$ cat config.mk
export PLATFORM = sky130hd
export DESIGN_NAME = fsr_host_ctrl
export DESIGN_NICKNAME = d
export VERILOG_FILES = /design/src/hw/fsr_pkg.sv /design/src/hw/fsr_bus_cycle.sv /design/src/hw/fsr_host_ctrl.sv /design/src/hw/fsr_status_cmp.sv
export VERILOG_INCLUDE_DIRS = /design/src /design/src/hw
export SDC_FILE = /design/constraint.sdc
export NUM_CORES = 1
export LEC_CHECK = 0
export ABC_AREA = 1
export BUFFER_PORTS_ARGS = -buffer_cell sky130_fd_sc_hd__buf_4
export CELL_PAD_IN_SITES_DETAIL_PLACEMENT = 0
export CELL_PAD_IN_SITES_GLOBAL_PLACEMENT = 2
export CORE_MARGIN = 2
export CORE_UTILIZATION = 35
export DETAILED_ROUTE_END_ITERATION = 7
export PLACE_DENSITY = 0.79
export SYNTH_ARGS = -nofsm -noshare
export SYNTH_HDL_FRONTEND = slang
export SYNTH_SLANG_ARGS = --single-unit
export TNS_END_PERCENT = 30
$ cat constraint.sdc
create_clock -name clk -period 2 [get_ports clk]
set_input_delay 0.4 -clock clk [delete_from_list [all_inputs] [get_ports clk]]
set_output_delay 0.4 -clock clk [all_outputs]
set_load 0.1 [all_outputs]
$ cat src/hw/fsr_cfg.svh
/*
 * Constants of the flash status-poll host controller: register offsets, status bit positions,
 * flash data bit positions, command defaults and bus timing counts.
 * Assumes a 100 MHz clock and a byte-wide status lane in the low bits of the flash data bus.
 */
`ifndef FSR_CFG_SVH
`define FSR_CFG_SVH

// Register offsets on the software port (byte addresses)
`define FSR_REG_CTRL 8'h00
`define FSR_REG_ADDR 8'h04
`define FSR_REG_WDATA 8'h08
`define FSR_REG_STATUS 8'h0C
`define FSR_REG_RDATA 8'h10
`define FSR_REG_LIMIT 8'h14

// Status register bit positions
`define FSR_ST_BUSY 0
`define FSR_ST_DONE 1
`define FSR_ST_FAIL 2
`define FSR_ST_WINDOW 3
`define FSR_ST_REFUSED 4
`define FSR_ST_UNSURE 5
`define FSR_ST_TIMEOUT 6
`define FSR_ST_READY 7

// Flash data bit positions of the status word
`define FSR_DQ_POLL 7
`define FSR_DQ_TOGGLE 6
`define FSR_DQ_LIMIT 5
`define FSR_DQ_WINDOW 3
`define FSR_DQ_SECTOR 2

// Reset values and command defaults
`define FSR_LIMIT_RST 16'hFFFF
`define FSR_CMD_RESET 8'hF0
`define FSR_CMD_SECTOR 8'h30

// Bus timing: figures in ns, counts rounded up to whole clock cycles
`define FSR_CLK_NS 10
`define FSR_T_RD_NS 70
`define FSR_T_WP_NS 35
`define FSR_T_REC_NS 20
`define FSR_CEIL_CYC(ns) (((ns) + `FSR_CLK_NS - 1) / `FSR_CLK_NS)
`define FSR_RD_CYC `FSR_CEIL_CYC(`FSR_T_RD_NS)
`define FSR_WP_CYC `FSR_CEIL_CYC(`FSR_T_WP_NS)
`define FSR_REC_CYC `FSR_CEIL_CYC(`FSR_T_REC_NS)

`endif

$ cat src/hw/fsr_pkg.sv
/*
 * Types of the flash status-poll host controller: operation codes and state machines.
 * Assumes fsr_cfg.svh for all numeric constants.
 */
package fsr_pkg;
	// Operation codes written to the control register, in this order from 0
	typedef enum logic [2:0] {
		FSR_OP_NONE,
		FSR_OP_WRITE,
		FSR_OP_READ,
		FSR_OP_POLL,
		FSR_OP_ERASE_ADD
	} fsr_op_t;

	// Main sequencer states
	typedef enum logic [3:0] {
		FSR_ST_IDLE,
		FSR_ST_WR,
		FSR_ST_RD,
		FSR_ST_POLL,
		FSR_ST_PEVAL,
		FSR_ST_RST,
		FSR_ST_EA_PRE,
		FSR_ST_EA_WR,
		FSR_ST_EA_POST
	} fsr_state_t;

	// Single flash bus cycle states
	typedef enum logic [1:0] {
		FSR_CYC_IDLE,
		FSR_CYC_ACT,
		FSR_CYC_REC
	} fsr_cyc_t;
endpackage : fsr_pkg

$ cat src/hw/fsr_bus_cycle.sv
/*
 * One asynchronous flash bus cycle, read or write, with strobe timing counted in clocks.
 * Assumes start only while idle; data pins are split into in, out and output enable.
 */
`timescale 1ns/1ps
`include "fsr_cfg.svh"
module fsr_bus_cycle import fsr_pkg::*; #(
	parameter int AW = 20,
	parameter int DW = 8,
	parameter int RD_CYC = `FSR_RD_CYC,
	parameter int WP_CYC = `FSR_WP_CYC,
	parameter int REC_CYC = `FSR_REC_CYC
) (
	input wire logic clk,
	input wire logic rst_n,
	input wire logic start,
	input wire logic wr,
	input wire logic [AW-1:0] addr,
	input wire logic [DW-1:0] wdata,
	output logic done,
	output logic [DW-1:0] rdata,
	output logic [AW-1:0] flash_addr,
	output logic flash_ce_n,
	output logic flash_oe_n,
	output logic flash_we_n,
	output logic [DW-1:0] flash_dq_out,
	output logic flash_dq_oe,
	input wire logic [DW-1:0] flash_dq_in
);
	fsr_cyc_t st_r, st_nxt;
	logic [7:0] cnt_r, cnt_nxt;
	logic wr_r, wr_nxt, ce_r, ce_nxt, oe_r, oe_nxt, we_r, we_nxt, doe_r, doe_nxt, done_r, done_nxt;
	logic [AW-1:0] a_r, a_nxt;
	logic [DW-1:0] d_r, d_nxt, rd_r, rd_nxt;

	// Strobe sequencing; data is driven through recovery so it holds past the write edge
	always_comb begin
		st_nxt = st_r;
		cnt_nxt = cnt_r;
		wr_nxt = wr_r;
		ce_nxt = ce_r;
		oe_nxt = oe_r;
		we_nxt = we_r;
		doe_nxt = doe_r;
		a_nxt = a_r;
		d_nxt = d_r;
		rd_nxt = rd_r;
		done_nxt = 1'b0;
		case (st_r)
			FSR_CYC_IDLE: if (start) begin
				st_nxt = FSR_CYC_ACT;
				a_nxt = addr;
				d_nxt = wdata;
				wr_nxt = wr;
				ce_nxt = 1'b0;
				we_nxt = !wr;
				oe_nxt = wr;
				doe_nxt = wr;
				cnt_nxt = wr ? 8'(WP_CYC - 1) : 8'(RD_CYC - 1);
			end
			FSR_CYC_ACT: if (cnt_r == 8'h00) begin
				if (!wr_r)
					rd_nxt = flash_dq_in; // Sampled after full access time
				ce_nxt = 1'b1;
				oe_nxt = 1'b1;
				we_nxt = 1'b1;
				st_nxt = FSR_CYC_REC;
				cnt_nxt = 8'(REC_CYC - 1);
			end else begin
				cnt_nxt = cnt_r - 8'h01;
			end
			FSR_CYC_REC: if (cnt_r == 8'h00) begin
				doe_nxt = 1'b0;
				done_nxt = 1'b1;
				st_nxt = FSR_CYC_IDLE;
			end else begin
				cnt_nxt = cnt_r - 8'h01;
			end
			default: st_nxt = FSR_CYC_IDLE;
		endcase
	end

	// Cycle registers
	always_ff @(posedge clk or negedge rst_n) begin
		if (!rst_n) begin
			st_r <= FSR_CYC_IDLE;
			cnt_r <= 8'h00;
			wr_r <= 1'b0;
			ce_r <= 1'b1;
			oe_r <= 1'b1;
			we_r <= 1'b1;
			doe_r <= 1'b0;
			a_r <= '0;
			d_r <= '0;
			rd_r <= '0;
			done_r <= 1'b0;
		end else begin
			st_r <= st_nxt;
			cnt_r <= cnt_nxt;
			wr_r <= wr_nxt;
			ce_r <= ce_nxt;
			oe_r <= oe_nxt;
			we_r <= we_nxt;
			doe_r <= doe_nxt;
			a_r <= a_nxt;
			d_r <= d_nxt;
			rd_r <= rd_nxt;
			done_r <= done_nxt;
		end
	end

	assign done = done_r;
	assign rdata = rd_r;
	assign flash_addr = a_r;
	assign flash_ce_n = ce_r;
	assign flash_oe_n = oe_r;
	assign flash_we_n = we_r;
	assign flash_dq_out = d_r;
	assign flash_dq_oe = doe_r;
endmodule : fsr_bus_cycle

$ cat src/hw/fsr_host_ctrl.sv
/*
 * Host controller for a parallel NOR flash: single bus cycles, toggle-bit status polling
 * with failure recheck and reset, and guarded addition of sectors to a pending erase.
 * Assumes a software port with one-cycle strobes and read data one cycle later, and a
 * flash whose status lane sits in the low byte of its data bus.
 */
// Design decisions made here: strobed register access and the placing of the registers.
`timescale 1ns/1ps
`include "fsr_cfg.svh"
module fsr_host_ctrl import fsr_pkg::*; #(
	parameter int AW = 20,
	parameter int DW = 8,
	parameter logic [7:0] CMD_RESET = `FSR_CMD_RESET,
	parameter logic [7:0] CMD_SECTOR = `FSR_CMD_SECTOR
) (
	input wire logic clk,
	input wire logic rst_n,
	input wire logic [7:0] reg_addr,
	input wire logic [31:0] reg_wdata,
	input wire logic reg_wr,
	input wire logic reg_rd,
	output logic [31:0] reg_rdata,
	output logic [AW-1:0] flash_addr,
	output logic flash_ce_n,
	output logic flash_oe_n,
	output logic flash_we_n,
	output logic [DW-1:0] flash_dq_out,
	output logic flash_dq_oe,
	input wire logic [DW-1:0] flash_dq_in,
	input wire logic ready_busy_output
);
	fsr_state_t st_r, st_nxt;
	fsr_op_t op;
	logic go, cyc_done, pair, tog_run, cmp_clr, cmp_load;
	logic [DW-1:0] cyc_rdata, last;
	logic start_r, start_nxt, cwr_r, cwr_nxt, recheck_r, recheck_nxt;
	logic [DW-1:0] cwd_r, cwd_nxt, rdata_r, rdata_nxt;
	logic [15:0] rounds_r, rounds_nxt, limit_r, limit_nxt;
	logic [AW-1:0] addr_r, addr_nxt;
	logic [DW-1:0] wdata_r, wdata_nxt;
	logic done_r, done_nxt, fail_r, fail_nxt, tmo_r, tmo_nxt, ref_r, ref_nxt;
	logic uns_r, uns_nxt, win_r, win_nxt, rdy_r, rsent_r, rsent_nxt;
	logic [7:0] reads_r, reads_nxt;
	logic [31:0] rd_r, rd_nxt;

	// Register select shared by write and read decoding
	function automatic logic hit(input logic [7:0] a, input logic [7:0] off);
		return a == off;
	endfunction : hit

	assign op = fsr_op_t'(reg_wdata[2:0]);
	assign go = reg_wr && hit(reg_addr, `FSR_REG_CTRL) && st_r == FSR_ST_IDLE;
	assign cmp_load = cyc_done && !cwr_r;

	// Software registers; address and data are frozen while an operation runs
	always_comb begin
		addr_nxt = addr_r;
		wdata_nxt = wdata_r;
		limit_nxt = limit_r;
		if (reg_wr && st_r == FSR_ST_IDLE) begin
			if (hit(reg_addr, `FSR_REG_ADDR))
				addr_nxt = reg_wdata[AW-1:0];
			else if (hit(reg_addr, `FSR_REG_WDATA))
				wdata_nxt = reg_wdata[DW-1:0];
			else if (hit(reg_addr, `FSR_REG_LIMIT))
				limit_nxt = reg_wdata[15:0];
		end
	end

	// Sequencer: every cycle it launches targets addr_r, the valid status address
	always_comb begin
		st_nxt = st_r;
		start_nxt = 1'b0;
		cwr_nxt = cwr_r;
		cwd_nxt = cwd_r;
		recheck_nxt = recheck_r;
		rounds_nxt = rounds_r;
		rdata_nxt = rdata_r;
		done_nxt = done_r;
		fail_nxt = fail_r;
		tmo_nxt = tmo_r;
		ref_nxt = ref_r;
		uns_nxt = uns_r;
		win_nxt = win_r;
		rsent_nxt = rsent_r;
		reads_nxt = reads_r;
		cmp_clr = 1'b0;
		if (cmp_load) begin
			rdata_nxt = cyc_rdata;
			reads_nxt = (reads_r == 8'hFF) ? reads_r : reads_r + 8'h01; // Saturates, never wraps
		end
		case (st_r)
			FSR_ST_IDLE: if (go && op != FSR_OP_NONE) begin
				{done_nxt, fail_nxt, tmo_nxt, ref_nxt, uns_nxt} = 5'h00;
				{recheck_nxt, rsent_nxt} = 2'h0;
				rounds_nxt = 16'h0000;
				reads_nxt = 8'h00;
				cmp_clr = 1'b1;
				start_nxt = 1'b1;
				cwr_nxt = (op == FSR_OP_WRITE);
				cwd_nxt = wdata_r;
				case (op)
					FSR_OP_WRITE: st_nxt = FSR_ST_WR;
					FSR_OP_READ: st_nxt = FSR_ST_RD;
					FSR_OP_POLL: st_nxt = FSR_ST_POLL;
					default: st_nxt = FSR_ST_EA_PRE;
				endcase
			end
			FSR_ST_WR, FSR_ST_RD: if (cyc_done) begin
				done_nxt = 1'b1;
				st_nxt = FSR_ST_IDLE;
			end
			FSR_ST_POLL: if (cyc_done)
				st_nxt = FSR_ST_PEVAL;
			FSR_ST_PEVAL: begin
				start_nxt = 1'b1;
				cwr_nxt = 1'b0;
				st_nxt = FSR_ST_POLL;
				if (!pair) begin
					// Second read of the pair still missing
				end else if (!tog_run) begin
					start_nxt = 1'b0;
					done_nxt = 1'b1;
					st_nxt = FSR_ST_IDLE;
				end else if (recheck_r) begin
					start_nxt = 1'b1;
					cwr_nxt = 1'b1;
					cwd_nxt = DW'(CMD_RESET);
					rsent_nxt = 1'b1;
					st_nxt = FSR_ST_RST;
				end else if (last[`FSR_DQ_LIMIT]) begin
					recheck_nxt = 1'b1;
					cmp_clr = 1'b1;
				end else if (rounds_r == limit_r) begin
					start_nxt = 1'b0;
					tmo_nxt = 1'b1;
					done_nxt = 1'b1;
					st_nxt = FSR_ST_IDLE;
				end else begin
					rounds_nxt = rounds_r + 16'h0001;
					cmp_clr = 1'b1;
				end
			end
			FSR_ST_RST: if (cyc_done) begin
				fail_nxt = 1'b1;
				done_nxt = 1'b1;
				st_nxt = FSR_ST_IDLE;
			end
			FSR_ST_EA_PRE: if (cyc_done) begin
				win_nxt = cyc_rdata[`FSR_DQ_WINDOW];
				if (cyc_rdata[`FSR_DQ_WINDOW]) begin
					ref_nxt = 1'b1;
					done_nxt = 1'b1;
					st_nxt = FSR_ST_IDLE;
				end else begin
					start_nxt = 1'b1;
					cwr_nxt = 1'b1;
					cwd_nxt = DW'(CMD_SECTOR);
					st_nxt = FSR_ST_EA_WR;
				end
			end
			FSR_ST_EA_WR: if (cyc_done) begin
				start_nxt = 1'b1;
				cwr_nxt = 1'b0;
				st_nxt = FSR_ST_EA_POST;
			end
			FSR_ST_EA_POST: if (cyc_done) begin
				win_nxt = cyc_rdata[`FSR_DQ_WINDOW];
				uns_nxt = cyc_rdata[`FSR_DQ_WINDOW]; // Window closed: command may be lost
				done_nxt = 1'b1;
				st_nxt = FSR_ST_IDLE;
			end
			default: st_nxt = FSR_ST_IDLE;
		endcase
	end

	// Read port: data stands in the cycle after the strobe only
	always_comb begin
		rd_nxt = 32'h0000_0000;
		if (reg_rd) begin
			if (hit(reg_addr, `FSR_REG_STATUS)) begin
				rd_nxt[`FSR_ST_BUSY] = st_r != FSR_ST_IDLE;
				rd_nxt[`FSR_ST_DONE] = done_r;
				rd_nxt[`FSR_ST_FAIL] = fail_r;
				rd_nxt[`FSR_ST_WINDOW] = win_r;
				rd_nxt[`FSR_ST_REFUSED] = ref_r;
				rd_nxt[`FSR_ST_UNSURE] = uns_r;
				rd_nxt[`FSR_ST_TIMEOUT] = tmo_r;
				rd_nxt[`FSR_ST_READY] = rdy_r;
			end else if (hit(reg_addr, `FSR_REG_ADDR))
				rd_nxt[AW-1:0] = addr_r;
			else if (hit(reg_addr, `FSR_REG_WDATA))
				rd_nxt[DW-1:0] = wdata_r;
			else if (hit(reg_addr, `FSR_REG_RDATA))
				rd_nxt[DW-1:0] = rdata_r;
			else if (hit(reg_addr, `FSR_REG_LIMIT))
				rd_nxt[15:0] = limit_r;
		end
	end

	// All state registers
	always_ff @(posedge clk or negedge rst_n) begin
		if (!rst_n) begin
			st_r <= FSR_ST_IDLE;
			{start_r, cwr_r, recheck_r, rsent_r, rdy_r} <= 5'h00;
			{done_r, fail_r, tmo_r, ref_r, uns_r, win_r} <= 6'h00;
			cwd_r <= '0;
			rdata_r <= '0;
			addr_r <= '0;
			wdata_r <= '0;
			rounds_r <= 16'h0000;
			limit_r <= `FSR_LIMIT_RST;
			reads_r <= 8'h00;
			rd_r <= 32'h0000_0000;
		end else begin
			st_r <= st_nxt;
			{start_r, cwr_r, recheck_r, rsent_r} <= {start_nxt, cwr_nxt, recheck_nxt, rsent_nxt};
			rdy_r <= ready_busy_output;
			{done_r, fail_r, tmo_r} <= {done_nxt, fail_nxt, tmo_nxt};
			{ref_r, uns_r, win_r} <= {ref_nxt, uns_nxt, win_nxt};
			cwd_r <= cwd_nxt;
			rdata_r <= rdata_nxt;
			addr_r <= addr_nxt;
			wdata_r <= wdata_nxt;
			rounds_r <= rounds_nxt;
			limit_r <= limit_nxt;
			reads_r <= reads_nxt;
			rd_r <= rd_nxt;
		end
	end

	assign reg_rdata = rd_r;

	// Flash bus cycle engine
	fsr_bus_cycle #(.AW(AW), .DW(DW)) u_cyc (
		.clk(clk),
		.rst_n(rst_n),
		.start(start_r),
		.wr(cwr_r),
		.addr(addr_r),
		.wdata(cwd_r),
		.done(cyc_done),
		.rdata(cyc_rdata),
		.flash_addr(flash_addr),
		.flash_ce_n(flash_ce_n),
		.flash_oe_n(flash_oe_n),
		.flash_we_n(flash_we_n),
		.flash_dq_out(flash_dq_out),
		.flash_dq_oe(flash_dq_oe),
		.flash_dq_in(flash_dq_in)
	);

	// Toggle comparison of successive status reads
	fsr_status_cmp #(.DW(DW)) u_cmp (
		.clk(clk),
		.rst_n(rst_n),
		.clear(cmp_clr),
		.load(cmp_load),
		.rd(cyc_rdata),
		.pair(pair),
		.tog_run(tog_run),
		.tog_sector(),
		.last(last)
	);

	// Failure is only declared after the reset command went out
	property p_reset_after_fail;
		@(posedge clk) disable iff (!rst_n)
		$rose(fail_r) |-> rsent_r && $past(st_r) == FSR_ST_RST && $past(cwd_r) == DW'(CMD_RESET);
	endproperty
	a_reset_after_fail: assert property (p_reset_after_fail) else $error("fail without reset");

	// A closed window refuses the sector command without any write
	property p_window_refuse;
		@(posedge clk) disable iff (!rst_n)
		(st_r == FSR_ST_EA_PRE && cyc_done && cyc_rdata[`FSR_DQ_WINDOW])
			|=> st_r == FSR_ST_IDLE && ref_r && !start_r;
	endproperty
	a_window_refuse: assert property (p_window_refuse) else $error("closed window not refused");

	// Sector command only after a check read with the window still open
	property p_pre_check;
		@(posedge clk) disable iff (!rst_n)
		(start_r && st_r == FSR_ST_EA_WR) |-> cwr_r && !win_r && reads_r == 8'h01;
	endproperty
	a_pre_check: assert property (p_pre_check) else $error("sector write without pre-check");

	// Every sector command is followed at once by a check read
	property p_post_check;
		@(posedge clk) disable iff (!rst_n)
		(st_r == FSR_ST_EA_WR && cyc_done) |=> start_r && !cwr_r ##1 !flash_ce_n && flash_we_n;
	endproperty
	a_post_check: assert property (p_post_check) else $error("no post-check read");

	// Poll reads go to the software-given valid address
	property p_poll_addr;
		@(posedge clk) disable iff (!rst_n)
		(start_r && !cwr_r && st_r == FSR_ST_POLL) |=> flash_addr == addr_r && !flash_ce_n;
	endproperty
	a_poll_addr: assert property (p_poll_addr) else $error("poll at wrong address");

	// The toggle recheck costs two more reads before any failure
	property p_recheck;
		@(posedge clk) disable iff (!rst_n)
		$rose(fail_r) |-> reads_r >= 8'h04 && recheck_r;
	endproperty
	a_recheck: assert property (p_recheck) else $error("failure without toggle recheck");

	property p_poll_ok;
		@(posedge clk) disable iff (!rst_n)
		st_r == FSR_ST_PEVAL && pair && !tog_run;
	endproperty
	c_poll_ok: cover property (p_poll_ok);

	property p_poll_fail;
		@(posedge clk) disable iff (!rst_n)
		$rose(fail_r);
	endproperty
	c_poll_fail: cover property (p_poll_fail);

	property p_erase_added;
		@(posedge clk) disable iff (!rst_n)
		st_r == FSR_ST_EA_POST ##1 st_r == FSR_ST_IDLE && !uns_r;
	endproperty
	c_erase_added: cover property (p_erase_added);

	property p_refused;
		@(posedge clk) disable iff (!rst_n)
		$rose(ref_r);
	endproperty
	c_refused: cover property (p_refused);
endmodule : fsr_host_ctrl

$ cat src/hw/fsr_status_cmp.sv
/*
 * Keeps the last two status reads and reports whether the toggle bits changed between them.
 * Assumes load pulses once per completed read; clear restarts the pair.
 */
`timescale 1ns/1ps
`include "fsr_cfg.svh"
module fsr_status_cmp import fsr_pkg::*; #(
	parameter int DW = 8
) (
	input wire logic clk,
	input wire logic rst_n,
	input wire logic clear,
	input wire logic load,
	input wire logic [DW-1:0] rd,
	output logic pair,
	output logic tog_run,
	output logic tog_sector,
	output logic [DW-1:0] last
);
	logic [1:0] cnt_r, cnt_nxt;
	logic [DW-1:0] prev_r, prev_nxt, last_r, last_nxt;

	// Shift in reads, saturating at a full pair
	always_comb begin
		cnt_nxt = cnt_r;
		prev_nxt = prev_r;
		last_nxt = last_r;
		if (clear) begin
			cnt_nxt = 2'h0;
		end else if (load) begin
			prev_nxt = last_r;
			last_nxt = rd;
			cnt_nxt = (cnt_r == 2'h2) ? 2'h2 : cnt_r + 2'h1;
		end
	end

	// Pair registers
	always_ff @(posedge clk or negedge rst_n) begin
		if (!rst_n) begin
			cnt_r <= 2'h0;
			prev_r <= '0;
			last_r <= '0;
		end else begin
			cnt_r <= cnt_nxt;
			prev_r <= prev_nxt;
			last_r <= last_nxt;
		end
	end

	assign pair = (cnt_r == 2'h2);
	assign tog_run = prev_r[`FSR_DQ_TOGGLE] != last_r[`FSR_DQ_TOGGLE];
	assign tog_sector = prev_r[`FSR_DQ_SECTOR] != last_r[`FSR_DQ_SECTOR];
	assign last = last_r;
endmodule : fsr_status_cmp

==> impl_metrics.yaml, run 1 <==
floorplan:
  effective_utilization_at_floorplan: 0.354
  fp.dieArea_mm2: 0.0248
  floorplan.rows: 56
  io_pins: 117
  die-width_um: 157
  core-area_mm2: 0.0233
  die-height_um: 157
place:
  dp_cells: 1403
  gp_congestion: 0.852
  placement.cell_area_mm2: 0.00964
  port_buffers: 92
  detailedPlacementHpwl_mm: 16.8
  dpl_worst_slack_ps: -22.0
detailed_routing:
  routed-via-count: 6689
  remaining_drc_errors: 0
  detail-route-antenna-nets: 0
  drtIter0Drc: 430
  drtPass1Iterations: 5
  wl_per_cell_um: 15.5
  vias_per_cell: 4.66
  drt-total-wl_mm: 22.2
yosys:
  syn_avg_cell_area_um2: 8.51
  synth_edf_count: 0
  yosys-top-cells-area: "dfrtp_1 45%, nand2_1 12%, dfstp_2 6.1%, o21ai_0 5.3%, inv_1 4.9%"
  synth_top_area_share: 0.450
  number_of_distinct_library_cell_variants_in_the_gate_level_netlist_after_synthesis: 41
  synth_ff_type: "dfrtp_1"
  synth-seq-area-share: 0.510
  netlist.top_cell.by_area: "dfrtp_1"
  post_synth_inst_count: 968
  yosys-top-cells-count: "263 x nand2_1, 148 x dfrtp_1, 108 x inv_1"
  ys_warn_count: 0
  synthMostInstantiatedCell: "nand2_1"
  yosys_register_bits: 167
  synth.cell_area_mm2: 0.00823
  synthArstFlopShare: 1.00
setup_path:
  crit-reg2reg-capture: "rounds_r[15]"
  worst_r2r_startpoint: "st_r[3]"
  reg2reg_setup_slack_ps: 190
  critical-path-slowest-cell: "dfrtp_1"
  path_delay_family: "simple AND/OR/NAND/NOR gates"
  crit_path_end: "rounds_r[15]"
  most_used_cell_along_the_critical_path: "nand2_1"
  required_ps: 2310
  critPathKind: "register to register"
  first_element_of_the_critical_path: "st_r[3]"
  worstSetupStartpointType: "register"
  worst-endpoint-arrival_ps: 2120
  critPathBufInv: 2
  crit_path_max_fanout: 32
  setup.worst_path.end_class: "register"
  critical_path_cell_count: 9
  timing.reg2reg.worst_path_depth: 9
  critical_path.max_stage_delay_ps: 440
  critical_path.cell_chain: "nor2_2 -> nand2_1 -> inv_1 -> nand2_1 -> o21ai_2 -> a21oi_4 -> nand3_4 -> buf_12 -> o21ai_0"
final_layout:
  antennaDiodeCount: 0
  final_instance_count_excl_fillers: 1436
  area.growth.synth_to_final_pct: 24.6
  finish.net_count: 1166
  post-route-cell-area_mm2: 0.0103
  final_layout_size_suffix_gt1_frac: 0.250
timing:
  hold_violations: 0
  report.final.slew_viol_count: 0
  grt_setup_unrepaired: "no"
  layout_worst_path_cycle_share: 0.905
  fin_skew_ps: 12.4
  achievable-frequency_mhz: 552
  min_period_ps: 1810
  final.hold.worst_slack_ps: 80.2
  setup_viol: 0
  crit_path_setup_slack_layout_ps: 189
  final_total_negative_setup_slack_ps: 0
cts:
  h-tree-depth: 4
  clockBufferDepth: 2
  post-cts-setup-buffers: 0
  tritoncts_num_sinks: 167
  clock_pin_transition_on_the_worst_setup_and_hold_timing_paths_ps: 70
  clock_tree.root_cell: "clkbuf_16"
  clock_latency_ps: 420
  cts-buffers-inserted: 17
  clock_tree_from_tritoncts: "done"
pwr:
  power_per_cell_area_mw_per_mm2: 1250
  static_leakage_power_nw: 4.99
  peakVddDrop_v: 0.000658
  comb_power_share: 0.384
  cellInternalPower_w: 0.00747
  seq_power_share: 0.355
  clock_power_share: 0.260
  switching_share: 0.419
  total_switching_power_w: 0.00538
run_status:
  run_status: "complete, no violations"
grt:
  overflow: 0
  grt_pass1_wl_mm: 35.7
  grt.total_usage: 0.187
  number_of_global_route_vias_before_repair: 6551
  antenna_found_initial: 0
  grt_max_degree: 45
min_path:
  timing.hold.worst.class: "primary input to register"
  worstHoldPathCells: 1
flow_run:
  drv_cap: 0
per-layer routing:
metal | track usage | up-vias | part of all wire
met5 | 0 | - | 0
met4 | 0.0377 | 0 | 0.0076
met3 | 0.0289 | 14 | 0.028
met2 | 0.302 | 101 | 0.48
met1 | 0.268 | 3176 | 0.48
li1 | - | 3398 | -
sequential cells by signal (all words and copies together), names as in the netlist, 2 cells and up:
name,cells
rdata_r,8
wdata_r,8
rounds_r,16
addr_r,20
u_cyc.flash_addr,20
limit_r,16
st_r,4
u_cyc.rdata,8
reg_rdata,20
cwd_r,8
u_cmp.cnt_r,2
u_cmp.last,2
u_cyc.flash_dq_out,8
u_cyc.cnt_r,8
u_cyc.st_r,2
how the worst min path moves through the flow:
stage	startpoint	to	slack (ps)
2_1_floorplan	rst_n	addr_r[0]	100
3_5_place_dp	rst_n	u_cyc.rdata[2]	380
4_1_cts	ready_busy_output	rdy_r	60
6_report	ready_busy_output	rdy_r	80
3_3_place_gp	rst_n	u_cyc.flash_addr[10]	380
5_1_grt	ready_busy_output	rdy_r	60
kinds of logic (layout without fill, tap and decap cells):
logic type | count (synthesis) | after routing | share of synthesized area
and+or+nand+nor | 443 | 443 | 0.236
DFF | 167 | 167 | 0.510
AOI/OAI and AO/OA | 166 | 166 | 0.118
buffers and inverters | 150 | 288 | 0.0787
muxes | 29 | 29 | 0.0397
adders and majority gates | 9 | 9 | 0.0137
xor gates and xnor gates | 3 | 3 | 0.00319
other | 1 | 12 | 0.000455
timing repair:
action	4_1_cts	5_1_grt
setup endpoints to repair	0	25
hold buffers	1	0
resized for setup	0	6
endpoints found under the hold margin	36	0
power groups by stage:
| stage | clock [W] | sequential (W) | combinational, W |
|---|---|---|---|
| global route | 0.00358 | 0.00465 | 0.00544 |
| floorplan | 0 | 0.00546 | 0.00273 |
| CTS | 0.00343 | 0.00457 | 0.00496 |
| global placement | 0 | 0.00462 | 0.00492 |
| detailed placement | 0 | 0.00463 | 0.00494 |
| finish | 0.00335 | 0.00457 | 0.00494 |
cell type report:
class | count | area [um2]
clock buffers | 20 | 457
clock inverters | 12 | 139
fillers | 2388 | 13000
inverters | 111 | 417
multi-input cells | 662 | 3440
flip-flops and latches | 167 | 4200
well taps | 319 | 399
repair buffers | 145 | 1210
stage by stage:
stage	utilization	power, W
final	0.441	0.0129
after global routing	0.441	0.0137
after CTS	0.440	0.0130
after detailed placement	0.414	0.00957
after global placement	0.414	0.00954
after floorplan	-	0.00820
placed cells by master (no fill, tap or decap), drive strengths merged, types with 18 or more instances in the layout:
master,synthesis,routed
mux2,29,29
nor2,70,70
buf,23,144
nand4,18,18
inv,110,114
nand2,269,269
a21oi,41,41
dfstp,19,19
dfrtp,148,148
nand3,63,63
o21ai,111,111
clkbuf,16,20
Note: power is estimated with default switching activity, not from simulation.
==> run 2: changes to the inputs <==
--- a/config.mk
+++ b/config.mk
@@ -7,12 +7,11 @@
 export NUM_CORES = 1
 export LEC_CHECK = 0
-export ABC_AREA = 1
-export BUFFER_PORTS_ARGS = -buffer_cell sky130_fd_sc_hd__buf_4
 export CELL_PAD_IN_SITES_DETAIL_PLACEMENT = 0
 export CELL_PAD_IN_SITES_GLOBAL_PLACEMENT = 2
 export CORE_MARGIN = 2
-export CORE_UTILIZATION = 35
+export CORE_UTILIZATION = 42
 export DETAILED_ROUTE_END_ITERATION = 7
-export PLACE_DENSITY = 0.79
+export DONT_BUFFER_PORTS = 1
+export PLACE_DENSITY = 0.78
 export SYNTH_ARGS = -nofsm -noshare
 export SYNTH_HDL_FRONTEND = slang
==> constraint.sdc (replaced) <==
create_clock -name clk -period 2 [get_ports clk]
set_input_delay 0.1 -clock clk [delete_from_list [all_inputs] [get_ports clk]]
set_output_delay 0.1 -clock clk [all_outputs]
set_load 0.1 [all_outputs]
==> run 2 against run 1 <==
The flow now finishes with violations (hold timing, setup timing). Synthesized cell count is 29% lower. Maximum frequency down 18%. First-iteration DRC count decreased by 19%. Via count is 10% lower. Largest power group is now sequential cells. Register-to-register slack got worse by 400 ps. Non-clock buffer count rose by 39. Routed wire length is 5.3% lower. Synthesized area decreased by 5.4%. Sequential share of layout area up 0.095 points. Largest cell class unchanged. Global-route usage increased by 3.1 points. Die area down 21%.
==> impl_metrics.yaml, run 2 <==
cts:
  tritoncts_num_sinks: 167
  clockBufferDepth: 2
  clock_pin_transition_on_the_worst_setup_and_hold_timing_paths_ps: 70
  cts_hold_repair.buffers: 30
  clock_latency_ps: 430
  h-tree-depth: 4
  clock_tree_from_tritoncts: "done"
  cts-buffers-inserted: 17
  clock_tree.root_cell: "clkbuf_16"
final_layout:
  final_instance_count_excl_fillers: 1106
  area_taken_by_multi_input_logic_gates_mm2: 0.00353
  regArea_mm2: 0.00420
  fill_cells: 1549
  finish.net_count: 926
  highest_count_cells_in_the_layout_ignoring_fill_and_taps: "148 x dfrtp_1, 140 x buf_4, 93 x mux2_2"
  final_layout_size_suffix_gt1_frac: 0.390
  antennaDiodeCount: 0
  area.growth.synth_to_final_pct: 31.4
  post-route-cell-area_mm2: 0.0102
  mostFrequentLayoutCell: "dfrtp_1"
place:
  detailedPlacementHpwl_mm: 14.7
  placement.cell_area_mm2: 0.00910
  port_buffers: 0
  gp_congestion: 0.842
  dpl_worst_slack_ps: -302
  dp_cells: 1036
yosys:
  synth.cell_area_mm2: 0.00779
  muxShareOfSynthArea: 0.141
  synth_fa_ha_area_frac: 0.0145
  synth-seq-area-share: 0.539
  synth_ff_type: "dfrtp_1"
  yosys-top-cells-area: "dfrtp_1 48%, mux2_2 13%, dfstp_2 6.4%, nor2_1 2.6%, a21oi_1 2.6%"
  synthArstFlopShare: 1.00
  ys_warn_count: 0
  syn_avg_cell_area_um2: 11.3
  synth_top_area_share: 0.475
  post_synth_inst_count: 691
  netlist.top_cell.by_area: "dfrtp_1"
  synthMostInstantiatedCell: "dfrtp_1"
  post_synthesis_xor_xnor_area_fraction: 0.0247
  yosys_register_bits: 167
  synth_compound_gate_area_share: 0.119
  yosys-top-cells-count: "148 x dfrtp_1, 93 x mux2_2, 55 x nor2_1"
  synth_simple_gate_area_share: 0.122
  number_of_distinct_library_cell_variants_in_the_gate_level_netlist_after_synthesis: 60
  synth_top_family_by_area: "multiplexers"
  synth_edf_count: 0
floorplan:
  fp.dieArea_mm2: 0.0197
  floorplan.rows: 49
  die-width_um: 140
  io_pins: 117
  die-height_um: 140
  effective_utilization_at_floorplan: 0.431
  core-area_mm2: 0.0181
timing:
  hold_violations: 167
  worst_slew_pin_slew_ps: 511
  grt_setup_unrepaired: "yes"
  layout_worst_path_cycle_share: 1.10
  crit_path_setup_slack_layout_ps: -208
  slew_headroom: 0.659
  final.hold.worst_slack_ps: -641
  min_period_ps: 2210
  setup_viol: 21
  fin_skew_ps: 10.7
  achievable-frequency_mhz: 453
  report.final.slew_viol_count: 0
setup_path:
  worstSetupStartpointType: "register"
  crit_path_max_fanout: 5
  worst_r2r_startpoint: "limit_r[2]"
  timing.reg2reg.worst_path_depth: 9
  crit-reg2reg-capture: "rounds_r[14]"
  required_ps: 2360
  setup.worst_path.end_class: "register"
  critPathKind: "register to register"
  worst-endpoint-arrival_ps: 2570
  reg2reg_setup_slack_ps: -210
detailed_routing:
  wl_per_cell_um: 19.0
  detail-route-antenna-nets: 0
  drt-total-wl_mm: 21.0
  remaining_drc_errors: 0
  drtIter0Drc: 347
  routed-via-count: 6017
  drtPass1Iterations: 5
  vias_per_cell: 5.44
min_path:
  timing.hold.worst.class: "primary input to async pin"
grt:
  grt_pass1_wl_mm: 33.2
  antenna_found_initial: 0
  grt.total_usage: 0.218
  grt_max_degree: 168
  overflow: 0
  number_of_global_route_vias_before_repair: 6037
pwr:
  peakVddDrop_v: 0.000617
  report.power.total_w: 0.00966
  power_per_cell_area_mw_per_mm2: 943
  static_leakage_power_nw: 4.85
flow_run:
  drv_cap: 0
run_status:
  run_status: "finished, violations left"
  violations: "hold timing, setup timing"
-- run 2: cell count changes in the layout (fill, tap and decap cells not counted), sizes merged, moves of 29 or more --
cell,previous run,this run
dlygate4sd3,1,30
inv,114,29
mux2,29,93
nand2,269,37
nand3,63,21
o21ai,111,32
-- run 2: cells by family after synthesis --
kind of cell / Yosys count
mux: 98
compound gates: 138
xor+xnor: 22
simple gates: 191
flops: 167
buf+inv: 65
other cells: 1
fa+ha+maj: 9
-- run 2: worst max-delay path by stage --
| stage | startpoint | to | cells past startpoint |
|---|---|---|---|
| floorplan | reg_addr[2] | rounds_r[13] | 8 |
| detailed placement | reg_addr[5] | rounds_r[4] | 7 |
| CTS | limit_r[8] | rounds_r[10] | 9 |
| finish | limit_r[2] | rounds_r[14] | 9 |
| global placement | reg_addr[5] | rounds_r[6] | 7 |
| global route | limit_r[2] | rounds_r[14] | 9 |
-- run 2: where the power goes --
| part | internal, W | switching (W) |
|---|---|---|
| combinational | 0.000969 | 0.00146 |
| clock | 0.00167 | 0.00156 |
| sequential | 0.00372 | 0.000281 |
| total | 0.00635 | 0.00331 |
-- run 2: cell type report --
cell class              instances  share of cell area
flip-flops and latches        167               0.410
multi-input cells             470               0.345
repair buffers                184               0.151
clock buffers                  17              0.0415
well taps                     229              0.0280
clock inverters                15              0.0159
inverters                      24             0.00880
-- run 2: per-stage QoR --
stage	setup TNS (ps)	utilization
2_1_floorplan	-1850	-
3_3_place_gp	-5870	0.503
4_1_cts	-4110	0.556
6_report	-2220	0.566
3_5_place_dp	-6520	0.503
5_1_grt	-6410	0.566
-- run 2: worst max-delay path: stages (launching register included) --
cell and delay, ps:
dfstp_2 540, xor2_1 230, nor4_2 80, nand4_1 120
buf_6 140, a41oi_4 130, buf_6 160, buf_6 110
or4_4 470, a21oi_2 140
-- run 2: timing repair --
item                                    in CTS  in global routing
endpoints found under the setup margin      21                 67
buffers inserted                             5                  3
endpoints found under the hold margin      236                167
pin swaps                                   12                 14
resized for setup                           11                 38
gates cloned                                 0                  0
-- run 2: per-layer routing --
| metal | global-route usage | up-vias | part of all wire |
|---|---|---|---|
| li1 | - | 2811 | - |
| met1 | 0.309 | 3012 | 0.47 |
| met2 | 0.335 | 164 | 0.46 |
| met3 | 0.0523 | 30 | 0.045 |
| met4 | 0.0659 | 0 | 0.019 |
| met5 | 0 | - | 0 |
